<file path="src/jdm_pkg.sv">
// Shared constants, types and helpers of the trouble-code manager.
// Assumes one 10 MHz system clock and APB register access.
package jdm_pkg;
    // Clock rate and time figures.
    localparam int unsigned CLK_HZ = 10_000_000;
    localparam int unsigned STARTUP_S = 5;
    localparam int unsigned REPEAT_MS = 1000;
    localparam int unsigned MS_CYC_DEF = CLK_HZ / 1000;
    localparam int unsigned STARTUP_CYC_DEF = STARTUP_S * CLK_HZ;
    localparam int unsigned REPEAT_CYC_DEF = REPEAT_MS * MS_CYC_DEF;
    localparam int unsigned CNT_W = 26;

    // Sizes of the definition table.
    localparam int unsigned NDEF = 16;
    localparam int unsigned IDX_W = 4;
    localparam int unsigned SPN_W = 19;
    localparam int unsigned FMI_W = 5;
    localparam int unsigned OC_W = 7;
    localparam int unsigned TMR_W = 16;

    // Register byte offsets.
    localparam logic [7:0] OFS_CTRL = 8'h00;
    localparam logic [7:0] OFS_STATE = 8'h04;
    localparam logic [7:0] OFS_INFO = 8'h08;
    localparam logic [7:0] OFS_SEL = 8'h0c;
    localparam logic [7:0] OFS_CFG = 8'h10;
    localparam logic [7:0] OFS_DELAY = 8'h14;
    localparam logic [7:0] OFS_OC = 8'h18;

    // Field positions.
    localparam int unsigned CTRL_DM11_BIT = 0;
    localparam int unsigned CTRL_DM3_BIT = 1;
    localparam int unsigned CTRL_DM2_BIT = 2;
    localparam int unsigned CFG_FMI_LSB = 19;
    localparam int unsigned CFG_OVR_BIT = 24;
    localparam int unsigned CFG_LAMP_LSB = 25;
    localparam int unsigned CFG_LATCH_BIT = 27;
    localparam int unsigned DLY_FMI_LSB = 16;
    localparam int unsigned INFO_DONE_BIT = 8;
    localparam int unsigned INFO_BUSY_BIT = 9;

    // Values after reset.
    localparam logic [SPN_W-1:0] SPN_RST = 19'h00000;
    localparam logic [FMI_W-1:0] FMI_RST = 5'h1f;
    localparam logic [1:0] LAMP_RST = 2'h1;
    localparam logic [TMR_W-1:0] DELAY_RST = 16'h0064;

    // Codes.
    localparam logic [FMI_W-1:0] FMI_MAX_STD = 5'h15;
    localparam logic [FMI_W-1:0] FMI_EXISTS = 5'h1f;
    localparam logic [OC_W-1:0] OC_MAX = 7'h7e;
    localparam logic [1:0] KIND_DM1 = 2'h1;
    localparam logic [1:0] KIND_DM2 = 2'h2;
    localparam logic [7:0] FLASH_OFF = 8'hff;

    typedef enum {ST_IDLE, ST_HEAD, ST_FETCH, ST_LOAD, ST_SEND}
        jdm_tx_state_t;

    // Lamp byte: two bits per lamp, value 01 means on.
    function automatic logic [7:0] lamp_byte(input logic [1:0] sel);
        lamp_byte = 8'h01 << {sel, 1'b0};
    endfunction : lamp_byte

    // Four-byte trouble code, conversion method bit always zero.
    function automatic logic [31:0] make_dtc(
        input logic [SPN_W-1:0] spn,
        input logic [FMI_W-1:0] fmi,
        input logic [OC_W-1:0] oc);
        make_dtc = {1'b0, oc, spn[18:16], fmi, spn[15:0]};
    endfunction : make_dtc

    function automatic logic fmi_ok(input logic [FMI_W-1:0] f);
        fmi_ok = (f <= FMI_MAX_STD) || (f == FMI_EXISTS);
    endfunction : fmi_ok

    function automatic logic [4:0] popcount(input logic [15:0] m);
        popcount = 5'h00;
        for (int k = 0; k < 16; k++) begin
            popcount = popcount + {4'h0, m[k]};
        end
    endfunction : popcount

    function automatic logic [15:0] onehot(input logic [3:0] i);
        onehot = 16'h0001 << i;
    endfunction : onehot
endpackage : jdm_pkg

</file>
<file path="src/jdm_oc_store.sv">
// Occurrence count store, one count per definition.
// Counts are kept in an array with no reset so they outlive a reset.
module jdm_oc_store
    import jdm_pkg::*;
(
    // Clock and reset.
    input wire logic ref_clk,
    input wire logic sys_rst,
    // Update masks.
    input wire logic [NDEF-1:0] inc_mask,
    input wire logic [NDEF-1:0] clr_mask,
    // Read ports, data one cycle after the index.
    input wire logic [IDX_W-1:0] rd_a_idx,
    output logic [OC_W-1:0] rd_a_data,
    input wire logic [IDX_W-1:0] rd_b_idx,
    output logic [OC_W-1:0] rd_b_data
);
    logic [OC_W-1:0] oc_mem [NDEF];

    // Clear beats increment; counts saturate below the not-available code.
    always_ff @(posedge ref_clk) begin
        for (int i = 0; i < NDEF; i++) begin
            if (clr_mask[i]) begin
                oc_mem[i] <= '0;
            end else if (inc_mask[i] && oc_mem[i] < OC_MAX) begin
                oc_mem[i] <= oc_mem[i] + 7'h01;
            end
        end
    end

    // Registered read data.
    always_ff @(posedge ref_clk) begin
        if (sys_rst) begin
            rd_a_data <= '0;
            rd_b_data <= '0;
        end else begin
            rd_a_data <= oc_mem[rd_a_idx];
            rd_b_data <= oc_mem[rd_b_idx];
        end
    end
endmodule : jdm_oc_store

</file>
<file path="src/jdm_dtc_manager.sv">
// Trouble-code manager: sixteen fault definitions, debounce timers,
// active and previously-active state, and DM1/DM2 message streaming.
// Assumes fault inputs come from logic on ref_clk and that a CAN
// transport layer drains the message stream.
module jdm_dtc_manager
    import jdm_pkg::*;
#(
    parameter int unsigned MS_CYC = MS_CYC_DEF,
    parameter int unsigned STARTUP_CYC = STARTUP_CYC_DEF,
    parameter int unsigned REPEAT_CYC = REPEAT_CYC_DEF
)
(
    // Clock and reset.
    input wire logic ref_clk,
    input wire logic sys_rst,
    // APB slave.
    input wire logic [7:0] paddr,
    input wire logic psel,
    input wire logic penable,
    input wire logic pwrite,
    input wire logic [31:0] pwdata,
    output logic [31:0] prdata,
    output logic pready,
    output logic pslverr,
    // Fault monitors, one level per definition.
    input wire logic [NDEF-1:0] fault_in,
    // Message stream to the transport layer.
    output logic tx_valid,
    input wire logic tx_ready,
    output logic tx_first,
    output logic tx_last,
    output logic [1:0] tx_kind,
    output logic tx_multi,
    output logic [31:0] tx_data
);
    // Configuration per definition.
    logic [SPN_W-1:0] spn_r [NDEF];
    logic [FMI_W-1:0] fmi_r [NDEF];
    logic [FMI_W-1:0] dfmi_r [NDEF];
    logic [TMR_W-1:0] dly_r [NDEF];
    logic [1:0] lamp_r [NDEF];
    logic [NDEF-1:0] ovr_r;
    logic [NDEF-1:0] latch_r;
    logic [IDX_W-1:0] sel_r;
    // Fault state per definition.
    logic [TMR_W-1:0] tmr_r [NDEF];
    logic [NDEF-1:0] pend_r;
    logic [NDEF-1:0] act_r;
    logic [NDEF-1:0] prev_r;
    logic [NDEF-1:0] rep_q_r;
    // Timing.
    logic [CNT_W-1:0] ms_cnt_r;
    logic [CNT_W-1:0] up_cnt_r;
    logic [CNT_W-1:0] rep_cnt_r;
    logic ms_tick;
    logic up_done_r;
    logic rep_tick;
    // Requests and pending messages.
    logic dm1_pend_r;
    logic dm2_pend_r;
    // Sender.
    jdm_tx_state_t st_r;
    logic [NDEF-1:0] list_r;
    logic [IDX_W-1:0] scan_r;
    logic [1:0] kind_r;
    logic multi_r;
    logic [31:0] data_r;
    logic last_r;
    // Decode and combinational helpers.
    logic wr_en;
    logic rd_setup;
    logic cfg_wr;
    logic dly_wr;
    logic dm11_req;
    logic dm3_req;
    logic dm2_req;
    logic [NDEF-1:0] nz_w;
    logic [NDEF-1:0] rep_w;
    logic [NDEF-1:0] prv_w;
    logic [NDEF-1:0] exp_w;
    logic [NDEF-1:0] clr_w;
    logic [OC_W-1:0] oc_a;
    logic [OC_W-1:0] oc_b;
    logic dm1_go;
    logic dm2_go;
    logic [4:0] dm1_cnt;
    logic [4:0] dm2_cnt;

    function automatic logic mapped(input logic [7:0] a);
        mapped = (a[1:0] == 2'h0) && (a <= OFS_OC);
    endfunction : mapped

    function automatic logic [7:0] lamps(input logic [NDEF-1:0] m);
        lamps = 8'h00;
        for (int k = 0; k < NDEF; k++) begin
            if (m[k]) begin
                lamps = lamps | lamp_byte(lamp_r[k]);
            end
        end
    endfunction : lamps

    // APB decode; zero wait states, error on unmapped addresses.
    assign wr_en = psel && penable && pwrite && mapped(paddr);
    assign rd_setup = psel && !penable && !pwrite;
    assign pready = 1'b1;
    assign pslverr = psel && penable && !mapped(paddr);
    assign cfg_wr = wr_en && (paddr == OFS_CFG);
    assign dly_wr = wr_en && (paddr == OFS_DELAY);
    assign dm11_req = wr_en && (paddr == OFS_CTRL) && pwdata[CTRL_DM11_BIT];
    assign dm3_req = wr_en && (paddr == OFS_CTRL) && pwdata[CTRL_DM3_BIT];
    assign dm2_req = wr_en && (paddr == OFS_CTRL) && pwdata[CTRL_DM2_BIT];

    // Reportable sets and timer expiry per definition.
    always_comb begin
        for (int i = 0; i < NDEF; i++) begin
            nz_w[i] = (spn_r[i] != SPN_RST);
            exp_w[i] = pend_r[i] && fault_in[i] && (tmr_r[i] == '0);
        end
        rep_w = act_r & nz_w;
        prv_w = prev_r & ~act_r & nz_w;
    end
    assign dm1_cnt = popcount(rep_w);
    assign dm2_cnt = popcount(prv_w);

    // OC clears: parameter number change, or DM3 on previous codes.
    always_comb begin
        clr_w = '0;
        if (cfg_wr && (pwdata[SPN_W-1:0] != spn_r[sel_r])) begin
            clr_w = onehot(sel_r);
        end
        if (dm3_req) begin
            clr_w = clr_w | (prev_r & ~act_r);
        end
    end

    jdm_oc_store u_store (
        .ref_clk(ref_clk),
        .sys_rst(sys_rst),
        .inc_mask(exp_w),
        .clr_mask(clr_w),
        .rd_a_idx(sel_r),
        .rd_a_data(oc_a),
        .rd_b_idx(scan_r),
        .rd_b_data(oc_b)
    );

    // Configuration registers, written through the selected index.
    always_ff @(posedge ref_clk) begin
        if (sys_rst) begin
            sel_r <= '0;
            ovr_r <= '0;
            latch_r <= '0;
            for (int i = 0; i < NDEF; i++) begin
                spn_r[i] <= SPN_RST;
                fmi_r[i] <= FMI_RST;
                dfmi_r[i] <= FMI_RST;
                dly_r[i] <= DELAY_RST;
                lamp_r[i] <= LAMP_RST;
            end
        end else begin
            if (wr_en && paddr == OFS_SEL) begin
                sel_r <= pwdata[IDX_W-1:0];
            end
            if (cfg_wr) begin
                spn_r[sel_r] <= pwdata[SPN_W-1:0];
                if (fmi_ok(pwdata[CFG_FMI_LSB+:FMI_W])) begin
                    fmi_r[sel_r] <= pwdata[CFG_FMI_LSB+:FMI_W];
                end
                ovr_r[sel_r] <= pwdata[CFG_OVR_BIT];
                lamp_r[sel_r] <= pwdata[CFG_LAMP_LSB+:2];
                latch_r[sel_r] <= pwdata[CFG_LATCH_BIT];
            end
            if (dly_wr) begin
                dly_r[sel_r] <= pwdata[TMR_W-1:0];
                if (fmi_ok(pwdata[DLY_FMI_LSB+:FMI_W])) begin
                    dfmi_r[sel_r] <= pwdata[DLY_FMI_LSB+:FMI_W];
                end
            end
        end
    end

    // Read data is captured in the setup phase, stable through access.
    always_ff @(posedge ref_clk) begin
        if (sys_rst) begin
            prdata <= '0;
        end else if (rd_setup) begin
            case (paddr)
                OFS_STATE: prdata <= {prev_r, act_r};
                OFS_INFO: prdata <= {22'h0, st_r != ST_IDLE, up_done_r,
                    3'h0, dm1_cnt};
                OFS_SEL: prdata <= {28'h0, sel_r};
                OFS_CFG: prdata <= {4'h0, latch_r[sel_r], lamp_r[sel_r],
                    ovr_r[sel_r], fmi_r[sel_r], spn_r[sel_r]};
                OFS_DELAY: prdata <= {11'h0, dfmi_r[sel_r], dly_r[sel_r]};
                OFS_OC: prdata <= {25'h0, oc_a};
                default: prdata <= '0;
            endcase
        end
    end

    // Millisecond tick, start-up hold-off and periodic slot.
    assign ms_tick = (ms_cnt_r == CNT_W'(MS_CYC - 1));
    assign rep_tick = up_done_r && (rep_cnt_r == CNT_W'(REPEAT_CYC - 1));
    always_ff @(posedge ref_clk) begin
        if (sys_rst) begin
            ms_cnt_r <= '0;
            up_cnt_r <= '0;
            up_done_r <= 1'b0;
            rep_cnt_r <= '0;
        end else begin
            ms_cnt_r <= ms_tick ? '0 : ms_cnt_r + 1'b1;
            if (up_cnt_r == CNT_W'(STARTUP_CYC - 1)) begin
                up_done_r <= 1'b1;
            end else begin
                up_cnt_r <= up_cnt_r + 1'b1;
            end
            if (up_done_r) begin
                rep_cnt_r <= rep_tick ? '0 : rep_cnt_r + 1'b1;
            end
        end
    end

    always_ff @(posedge ref_clk) begin
        if (sys_rst) begin
            pend_r <= '0;
            act_r <= '0;
            prev_r <= '0;
            for (int i = 0; i < NDEF; i++) begin
                tmr_r[i] <= '0;
            end
        end else begin
            for (int i = 0; i < NDEF; i++) begin
                if (dm3_req && !act_r[i]) begin
                    prev_r[i] <= 1'b0;
                end
                if (fault_in[i]) begin
                    if (!act_r[i] && !pend_r[i]) begin
                        pend_r[i] <= 1'b1;
                        tmr_r[i] <= dly_r[i];
                    end else if (exp_w[i]) begin
                        pend_r[i] <= 1'b0;
                        act_r[i] <= 1'b1;
                        prev_r[i] <= 1'b0;
                    end else if (pend_r[i] && ms_tick) begin
                        tmr_r[i] <= tmr_r[i] - 16'h0001;
                    end
                end else begin
                    pend_r[i] <= 1'b0;
                    if (act_r[i] && (!latch_r[i] || dm11_req)) begin
                        act_r[i] <= 1'b0;
                        prev_r[i] <= 1'b1;
                    end
                end
            end
        end
    end

    // Message requests; a new event in the start cycle is kept.
    assign dm1_go = (st_r == ST_IDLE) && dm1_pend_r && up_done_r;
    assign dm2_go = (st_r == ST_IDLE) && dm2_pend_r && !dm1_go;
    always_ff @(posedge ref_clk) begin
        if (sys_rst) begin
            rep_q_r <= '0;
            dm1_pend_r <= 1'b0;
            dm2_pend_r <= 1'b0;
        end else begin
            rep_q_r <= rep_w;
            dm1_pend_r <= (dm1_pend_r && !dm1_go) || rep_tick
                || (|(rep_w & ~rep_q_r))
                || ((rep_q_r != '0) && (rep_w == '0));
            dm2_pend_r <= (dm2_pend_r && !dm2_go) || dm2_req;
        end
    end

    // Sender: header beat, then one beat per listed trouble code.
    always_ff @(posedge ref_clk) begin
        if (sys_rst) begin
            st_r <= ST_IDLE;
            list_r <= '0;
            scan_r <= '0;
            kind_r <= KIND_DM1;
            multi_r <= 1'b0;
            data_r <= '0;
            last_r <= 1'b0;
        end else begin
            case (st_r)
                ST_IDLE: begin
                    scan_r <= '0;
                    if (dm1_go || dm2_go) begin
                        list_r <= dm1_go ? rep_w : prv_w;
                        kind_r <= dm1_go ? KIND_DM1 : KIND_DM2;
                        multi_r <= (dm1_go ? dm1_cnt : dm2_cnt) > 5'h01;
                        data_r <= {8'h00, 3'h0,
                            dm1_go ? dm1_cnt : dm2_cnt, FLASH_OFF,
                            lamps(dm1_go ? rep_w : prv_w)};
                        last_r <= (dm1_go ? rep_w : prv_w) == '0;
                        st_r <= ST_HEAD;
                    end
                end
                ST_HEAD: begin
                    if (tx_ready) begin
                        st_r <= last_r ? ST_IDLE : ST_FETCH;
                    end
                end
                ST_FETCH: begin
                    if (list_r[scan_r]) begin
                        st_r <= ST_LOAD;
                    end else begin
                        scan_r <= scan_r + 4'h1;
                    end
                end
                ST_LOAD: begin
                    data_r <= make_dtc(spn_r[scan_r],
                        ovr_r[scan_r] ? fmi_r[scan_r] : dfmi_r[scan_r],
                        oc_b);
                    list_r <= list_r & ~onehot(scan_r);
                    last_r <= (list_r & ~onehot(scan_r)) == '0;
                    st_r <= ST_SEND;
                end
                ST_SEND: begin
                    if (tx_ready) begin
                        scan_r <= scan_r + 4'h1;
                        st_r <= last_r ? ST_IDLE : ST_FETCH;
                    end
                end
                default: st_r <= ST_IDLE;
            endcase
        end
    end

    // Stream outputs; valid is a decode of the registered state.
    assign tx_valid = (st_r == ST_HEAD) || (st_r == ST_SEND);
    assign tx_first = (st_r == ST_HEAD);
    assign tx_last = last_r;
    assign tx_kind = kind_r;
    assign tx_multi = multi_r;
    assign tx_data = data_r;
endmodule : jdm_dtc_manager

</file>
<file path="config.mk">
export PLATFORM = sky130hd
export DESIGN_NAME = jdm_dtc_manager
export DESIGN_NICKNAME = d
export VERILOG_FILES = /design/src/jdm_pkg.sv /design/src/jdm_oc_store.sv /design/src/jdm_dtc_manager.sv
export SDC_FILE = /design/constraint.sdc
export NUM_CORES = 2
export LEC_CHECK = 0
export BUFFER_PORTS_ARGS = -buffer_cell sky130_fd_sc_hd__buf_2
export CORE_AREA = 3 3 348 350
export DETAILED_ROUTE_END_ITERATION = 12
export DIE_AREA = 0 0 351 353
export PLACE_DENSITY = 0.85
export SYNTH_ARGS = -nofsm -noshare
export SYNTH_HDL_FRONTEND = slang
export SYNTH_SLANG_ARGS = --single-unit
export TNS_END_PERCENT = 30
</file>
<file path="constraint.sdc">
create_clock -name ref_clk -period 6 [get_ports ref_clk]
set_input_delay 0.3 -clock ref_clk [delete_from_list [all_inputs] [get_ports ref_clk]]
set_output_delay 0.3 -clock ref_clk [all_outputs]
set_load 0.03 [all_outputs]
</file>
[After elaboration in Yosys (flattened, before gate mapping)]
Memories as Yosys holds them, arrays and structs flattened. A register that Yosys moved wholly into a read port is not among the register bits.
Index checks and enable logic that the tools add are counted.
Storage, ports and cells
  register bits after elaboration: 301
  bits in latches: 0
  memory bits (writable): 1120
  memory bits (read-only): 0
  bits of input ports: 62
  output and inout port bits: 72
  word-level logic and storage cells: 1246
  memories: 7
Memories
  spn_r: depth 16, width 19, rd ports 18, clocked after Yosys merged registers in 2, wr ports 16, line jdm_dtc_manager.sv:37  | logic [SPN_W-1:0] spn_r [NDEF];
  dly_r: depth 16, width 16, rd ports 17, clocked after Yosys merged registers in 1, wr ports 16, line jdm_dtc_manager.sv:40  | logic [TMR_W-1:0] dly_r [NDEF];
  tmr_r: depth 16, width 16, rd ports 16, clocked after Yosys merged registers in 0, wr ports 16, line jdm_dtc_manager.sv:46  | logic [TMR_W-1:0] tmr_r [NDEF];
  u_store.oc_mem: depth 16, width 7, rd ports 18, clocked after Yosys merged registers in 2, wr ports 16, line jdm_oc_store.sv:18  | logic [OC_W-1:0] oc_mem [NDEF];
  dfmi_r: depth 16, width 5, rd ports 2, clocked after Yosys merged registers in 2, wr ports 16, line jdm_dtc_manager.sv:39  | logic [FMI_W-1:0] dfmi_r [NDEF];
  fmi_r: depth 16, width 5, rd ports 2, clocked after Yosys merged registers in 2, wr ports 16, line jdm_dtc_manager.sv:38  | logic [FMI_W-1:0] fmi_r [NDEF];
  1 more memories
Cells by class
  add/sub/neg operators: 66
  multipliers: 0
  div/mod/pow operators: 0
  magnitude comparators: 23
  eq/ne operators: 55
  shifts and indexed selects: 18
  muxes and demuxes: 606
  bitwise gates (word level): 88
  reductions and logical operators: 332
Operators with widths (count)
  two-way mux 16 bit: 37
  two-way mux 8 bit: 61
  two-way mux 1 bit: 443
  logical NOT 16 bit: 19
  nonzero test 19 bit: 16
  subtractor 16 x 1 -> 16 bit (second input constant): 16
  one-hot mux 32 bit (6 select lines): 1
  logical AND 1 bit: 136
  two-way mux 32 bit: 4
  one-hot mux 32 bit (4 select lines): 1
  left shift 1 x 3 -> 8 bit (first input constant): 16
  bitwise OR 8 bit: 15
  adder 7 x 1 -> 7 bit (second input constant): 16
  < comparator 7 bit (second input constant): 16
  two-way mux 7 bit: 16
  adder 5 x 1 -> 5 bit: 22
  == test 32 x 2 -> 1 bit (second input constant): 3
  two-way mux 4 bit: 23
  AND 16 bit: 5
  adder 26 x 1 -> 26 bit (second input constant): 3
  nonzero test 2 bit: 33
  logical NOT 32 bit: 2
  one-hot mux 32 bit (2 select lines): 1
  AND reduction 3 bit: 18
  other kinds (50): 265

[Longest topological paths before layout]
  depth after elaboration: 83
  gate-level depth with buffers: 19

[Hierarchy]
From an unflattened synthesis, not the netlist that was laid out.
Second synthesis, totals
  cells, all modules: 6656
  area total of the unflattened synthesis: 76343.2 um^2
Modules (own cells, without submodules)
  jdm_dtc_manager: times used 1, cells an instance 5969, area each 68470.7 um^2
  jdm_oc_store: times used 1, cells an instance 687, area each 7872.6 um^2

[Worst setup path after synthesis]
No wires, ideal clock.
  path kind: reg2reg
  start: memory spn_r[11][11]
  end: register multi_r (netlist: tx_multi)
  library setup time: 0.134 ns
  data arrival time: 4.765 ns
  data required time: 5.866 ns
  path slack: 1.101 ns
  stages on the path, launching flop included: 20
  period minus slack after synthesis: 4.899 ns
  cell sequence: edfxtp_1 nor4_1 nand4_1 nor4_1 nand2b_1 inv_1 fa_1 inv_1 fa_1 fa_1 fa_1 inv_1 ha_1 fa_1 a21oi_1 nor2b_1 nor2_1 a31oi_1 a2111oi_0 a211oi_1
RTL lines
  from (decl): line jdm_dtc_manager.sv:37
  to (signal assigned): line jdm_dtc_manager.sv:292  | multi_r <= (dm1_go ? dm1_cnt : dm2_cnt) > 5'h01;
  to (decl): line jdm_dtc_manager.sv:66  | logic multi_r;

==> flow_summary.yaml <==
floorplanning:
  floorplan.initialDensity_pct: 64.0
  core_area_um2: 118000
  rows: 126
  chipHeight_um: 353
  die_width_um: 351
  floorplan.io_pins: 134
  dieArea_um2: 124000
layout:
  multiInputGateArea_um2: 34200
  drive_gt1_share_pct: 16.7
  seq_area_um2: 39500
  syn2layout_area_growth_pct: 10.2
  layout.nets: 6537
  finish.instance_area_um2: 83300
  number_of_cells_in_the_finished_layout_apart_from_fillers: 8086
  fillerInstances: 7703
  finish.utilization_pct: 70.5
synth:
  post_synth_instance_area_um2: 75600
  yosysMostFrequentCell: "sky130_fd_sc_hd__edfxtp_1"
  ys_top_cells_by_area: "sky130_fd_sc_hd__edfxtp_1, sky130_fd_sc_hd__mux4_2, sky130_fd_sc_hd__dfxtp_1, sky130_fd_sc_hd__and2_1, sky130_fd_sc_hd__nand2_1"
  synthesis.nets: 6522
  synth-seq-area-share_pct: 52.2
  synthesis.instances: 6388
  synth_top_family_by_area: "simple AND/OR/NAND/NOR gates"
  synthDistinctLibCells: 86
  avgSynthCellArea_um2: 11.8
  postSynth.asyncResetShare_pct: 0
  synth.yosys.warnings: 0
  synth.mux.area_fraction_pct: 14.1
  synth_compound_area_share_pct: 7.39
  synth.top_cell.area_share_pct: 44.5
  post_synth_most_frequent_cells: "sky130_fd_sc_hd__edfxtp_1, sky130_fd_sc_hd__nand2_1, sky130_fd_sc_hd__and2_1"
  synth_enable_flop_cells: 1120
  synth-adder-area-share_pct: 1.39
  yosys.area_share.xor_xnor_pct: 4.39
  ys_ff_latch: 1413
  ys_dominant_reg_cell: "sky130_fd_sc_hd__edfxtp_1"
  synthSimpleGateAreaFrac_pct: 17.5
  synth_top_area_cell: "sky130_fd_sc_hd__edfxtp_1"
clocking:
  post_cts_setup_buffers: 0
  cts_sinks: 1413
  cts.htree.levels: 4
  clk-insertion-delay-late_ns: 0.80
  worst_setup_hold_path_clk_slew_ns: 0.06
  cts_tree: "built"
  cts_inserted_buffers: 148
  clk_path_buf_depth: 3
  cts_root_buf: "sky130_fd_sc_hd__clkbuf_16"
sta:
  tightest_slew_ns: 1.39
  max_frequency_mhz: 169
  finClkSkew_ns: 0.0383
  final_worst_hold_slack_ns: 0.0698
  post-route-period-util_pct: 98.5
  post-route-min-period_ns: 5.91
  timing_hold_violations_final: 0
  max-slew-margin-rel_pct: 6.71
  final_max_slew_viol_count: 0
  final-setup-viol-count: 0
  fin_ws_ns: 0.0894
power_and_ir_drop:
  power.density_cell_area_nw_per_um2: 264
  power_report.internal_total_uw: 16700
  leakagePower_uw: 0.0275
  switchingPower_uw: 5240
  netSwitchingFraction_pct: 23.8
  sequential_fraction_of_design_power_pct: 51.0
  power.share.combinational_pct: 6.0
  vdd.ir_drop.worst_mv: 0.314
  power_frac_clock_pct: 43.0
hold_path:
  hold_class: "in -> reg"
grt:
  globalRouteOverflowTotal: 0
  vias_in_the_first_global_route: 56500
  largest_net_degree_at_the_start_of_global_routing: 141
  grt_pass1_wl_um: 378000
  grt_antenna_before_repair: 32
  grt_usage_pct: 41.9
worst_setup_path:
  path_class: "reg -> reg"
  timing.critical_path.required_ns: 6.62
  crit_path_end_kind: "flip-flop"
  critPathArrivalTime_ns: 6.53
  crit_path_start_kind: "flip-flop"
  crit_fanout: 4
detailed_routing:
  drt_first_iter_violations: 10900
  avgRoutedWirePerCell_um: 32.4
  dr_total_vias: 59500
  post-route-drc-count: 0
  antenna_violating_nets_post_route: 0
  avgViaCountPerCell: 7.36
  detailedRoute.firstPassIterationCount: 9
  route.final.wire_length_um: 262000
placement:
  routability_driven_placement_congestion_ratio: 1.08
  dp.final_hpwl_um: 180000
  dpl-instance-area_um2: 78000
  placement.io_buffers: 127
  place_ws_ns: 0.180
  numPlacedInstances: 7770
run:
  maxCapViolations: 0
status:
  status: "complete, no violations"
-- layer usage --
| layer | GRT usage (%) | up-vias | wire length, um |
|---|---|---|---|
| li1 | - | 24000 | - |
| met5 | 0 | - | 115 |
| met2 | 59.9 | 5406 | 111000 |
| met1 | 52.9 | 28900 | 85100 |
| met4 | 27.1 | 12 | 21500 |
| met3 | 17.0 | 1204 | 44000 |
-- logic make-up after synthesis --
| kind of cell | after synthesis |
|---|---|
| other cells | 2 |
| mux | 534 |
| flops | 1413 |
| compound gates | 857 |
| buf+inv | 557 |
| xor+xnor | 379 |
| simple gates | 2574 |
| fa+ha+maj | 72 |
-- cell type report --
cell class                 instances  area share (%)
inverter                         100           0.451
multi-input combinational       4418            41.1
timing repair buffer             322            2.68
tap                             1536            2.31
clock inverter                    64           0.765
sequential                      1413            47.5
antenna                           24          0.0721
clock buffer                     209            5.16
-- power groups by stage --
stage / registers (uW) / clock network, uW / logic (uW)
6_report: 11200 / 9450 / 1330
5_1_grt: 11200 / 9780 / 1370
4_1_cts: 11200 / 9380 / 1270
3_5_place_dp: 11400 / 0 / 1240
3_3_place_gp: 11300 / 0 / 1210
2_1_floorplan: 11200 / 0 / 810
-- per-stage QoR --
step | power, uW | TNS (ns)
3_5_place_dp | 12600 | 0
6_report | 22000 | 0
4_1_cts | 21800 | 0
5_1_grt | 22400 | -0.0224
2_1_floorplan | 12000 | 0
3_3_place_gp | 12600 | 0
-- flip-flops by register name (all words and copies together) (netlist names), 32 cells and up, named ones only --
| signal | flops |
|---|---|
| spn_r | 304 |
| lamp_r | 32 |
| u_store.oc_mem | 112 |
| tmr_r | 256 |
| prdata | 32 |
| dfmi_r | 80 |
| fmi_r | 80 |
| dly_r | 256 |
-- cell usage in the layout, fill, tap and decap left out, drive strengths merged, types with 49 or more instances in the layout --
cell	synthesis	layout
edfxtp	1120	1120
nand2	639	639
and2	500	500
nor2	443	443
mux4	426	426
buf	91	303
dfxtp	293	293
o21ai	250	250
clkbuf	366	209
xnor2	195	195
xor2	184	184
a21oi	180	180
nand3	168	168
nor3	167	167
nor4	148	148
or3	111	111
inv	96	107
mux2i	101	101
a211oi	97	97
nand2b	83	83
a21o	60	60
nand4	58	58
ha	52	52
a22oi	51	51
nor2b	49	49
-- final timing paths --
check / start / end / slack (ns) / depth (start not counted)
max reg2reg: spn_r[7][4] / tx_multi / 0.09 / 17
min reg2reg: ms_cnt_r[0] / ms_cnt_r[0] / 0.46 / 1
min: pwdata[26] / lamp_r[1][1] / 0.07 / 2
max: spn_r[7][4] / tx_multi / 0.09 / 17
-- repair_timing --
item,in CTS,in global routing
hold endpoints to repair,71,0
resized for setup,0,12
hold buffers,19,0
endpoints found under the setup margin,0,2
-- worst max-delay path: stages (launching register included) --
cell and delay [ns]:
sky130_fd_sc_hd__edfxtp_1 0.42, sky130_fd_sc_hd__nor4_1 0.43, sky130_fd_sc_hd__nand4_1 0.23, sky130_fd_sc_hd__or4_1 0.65, sky130_fd_sc_hd__nand2_1 0.28, sky130_fd_sc_hd__fa_1 0.49
sky130_fd_sc_hd__fa_1 0.53, sky130_fd_sc_hd__fa_1 0.43, sky130_fd_sc_hd__fa_1 0.50, sky130_fd_sc_hd__inv_1 0.04, sky130_fd_sc_hd__ha_1 0.21, sky130_fd_sc_hd__fa_1 0.46
sky130_fd_sc_hd__a21oi_1 0.14, sky130_fd_sc_hd__nor2b_1 0.08, sky130_fd_sc_hd__nor2_1 0.14, sky130_fd_sc_hd__a31oi_1 0.10, sky130_fd_sc_hd__a2111oi_1 0.45, sky130_fd_sc_hd__a211oi_1 0.14
Note: power is estimated with default switching activity, not from simulation.
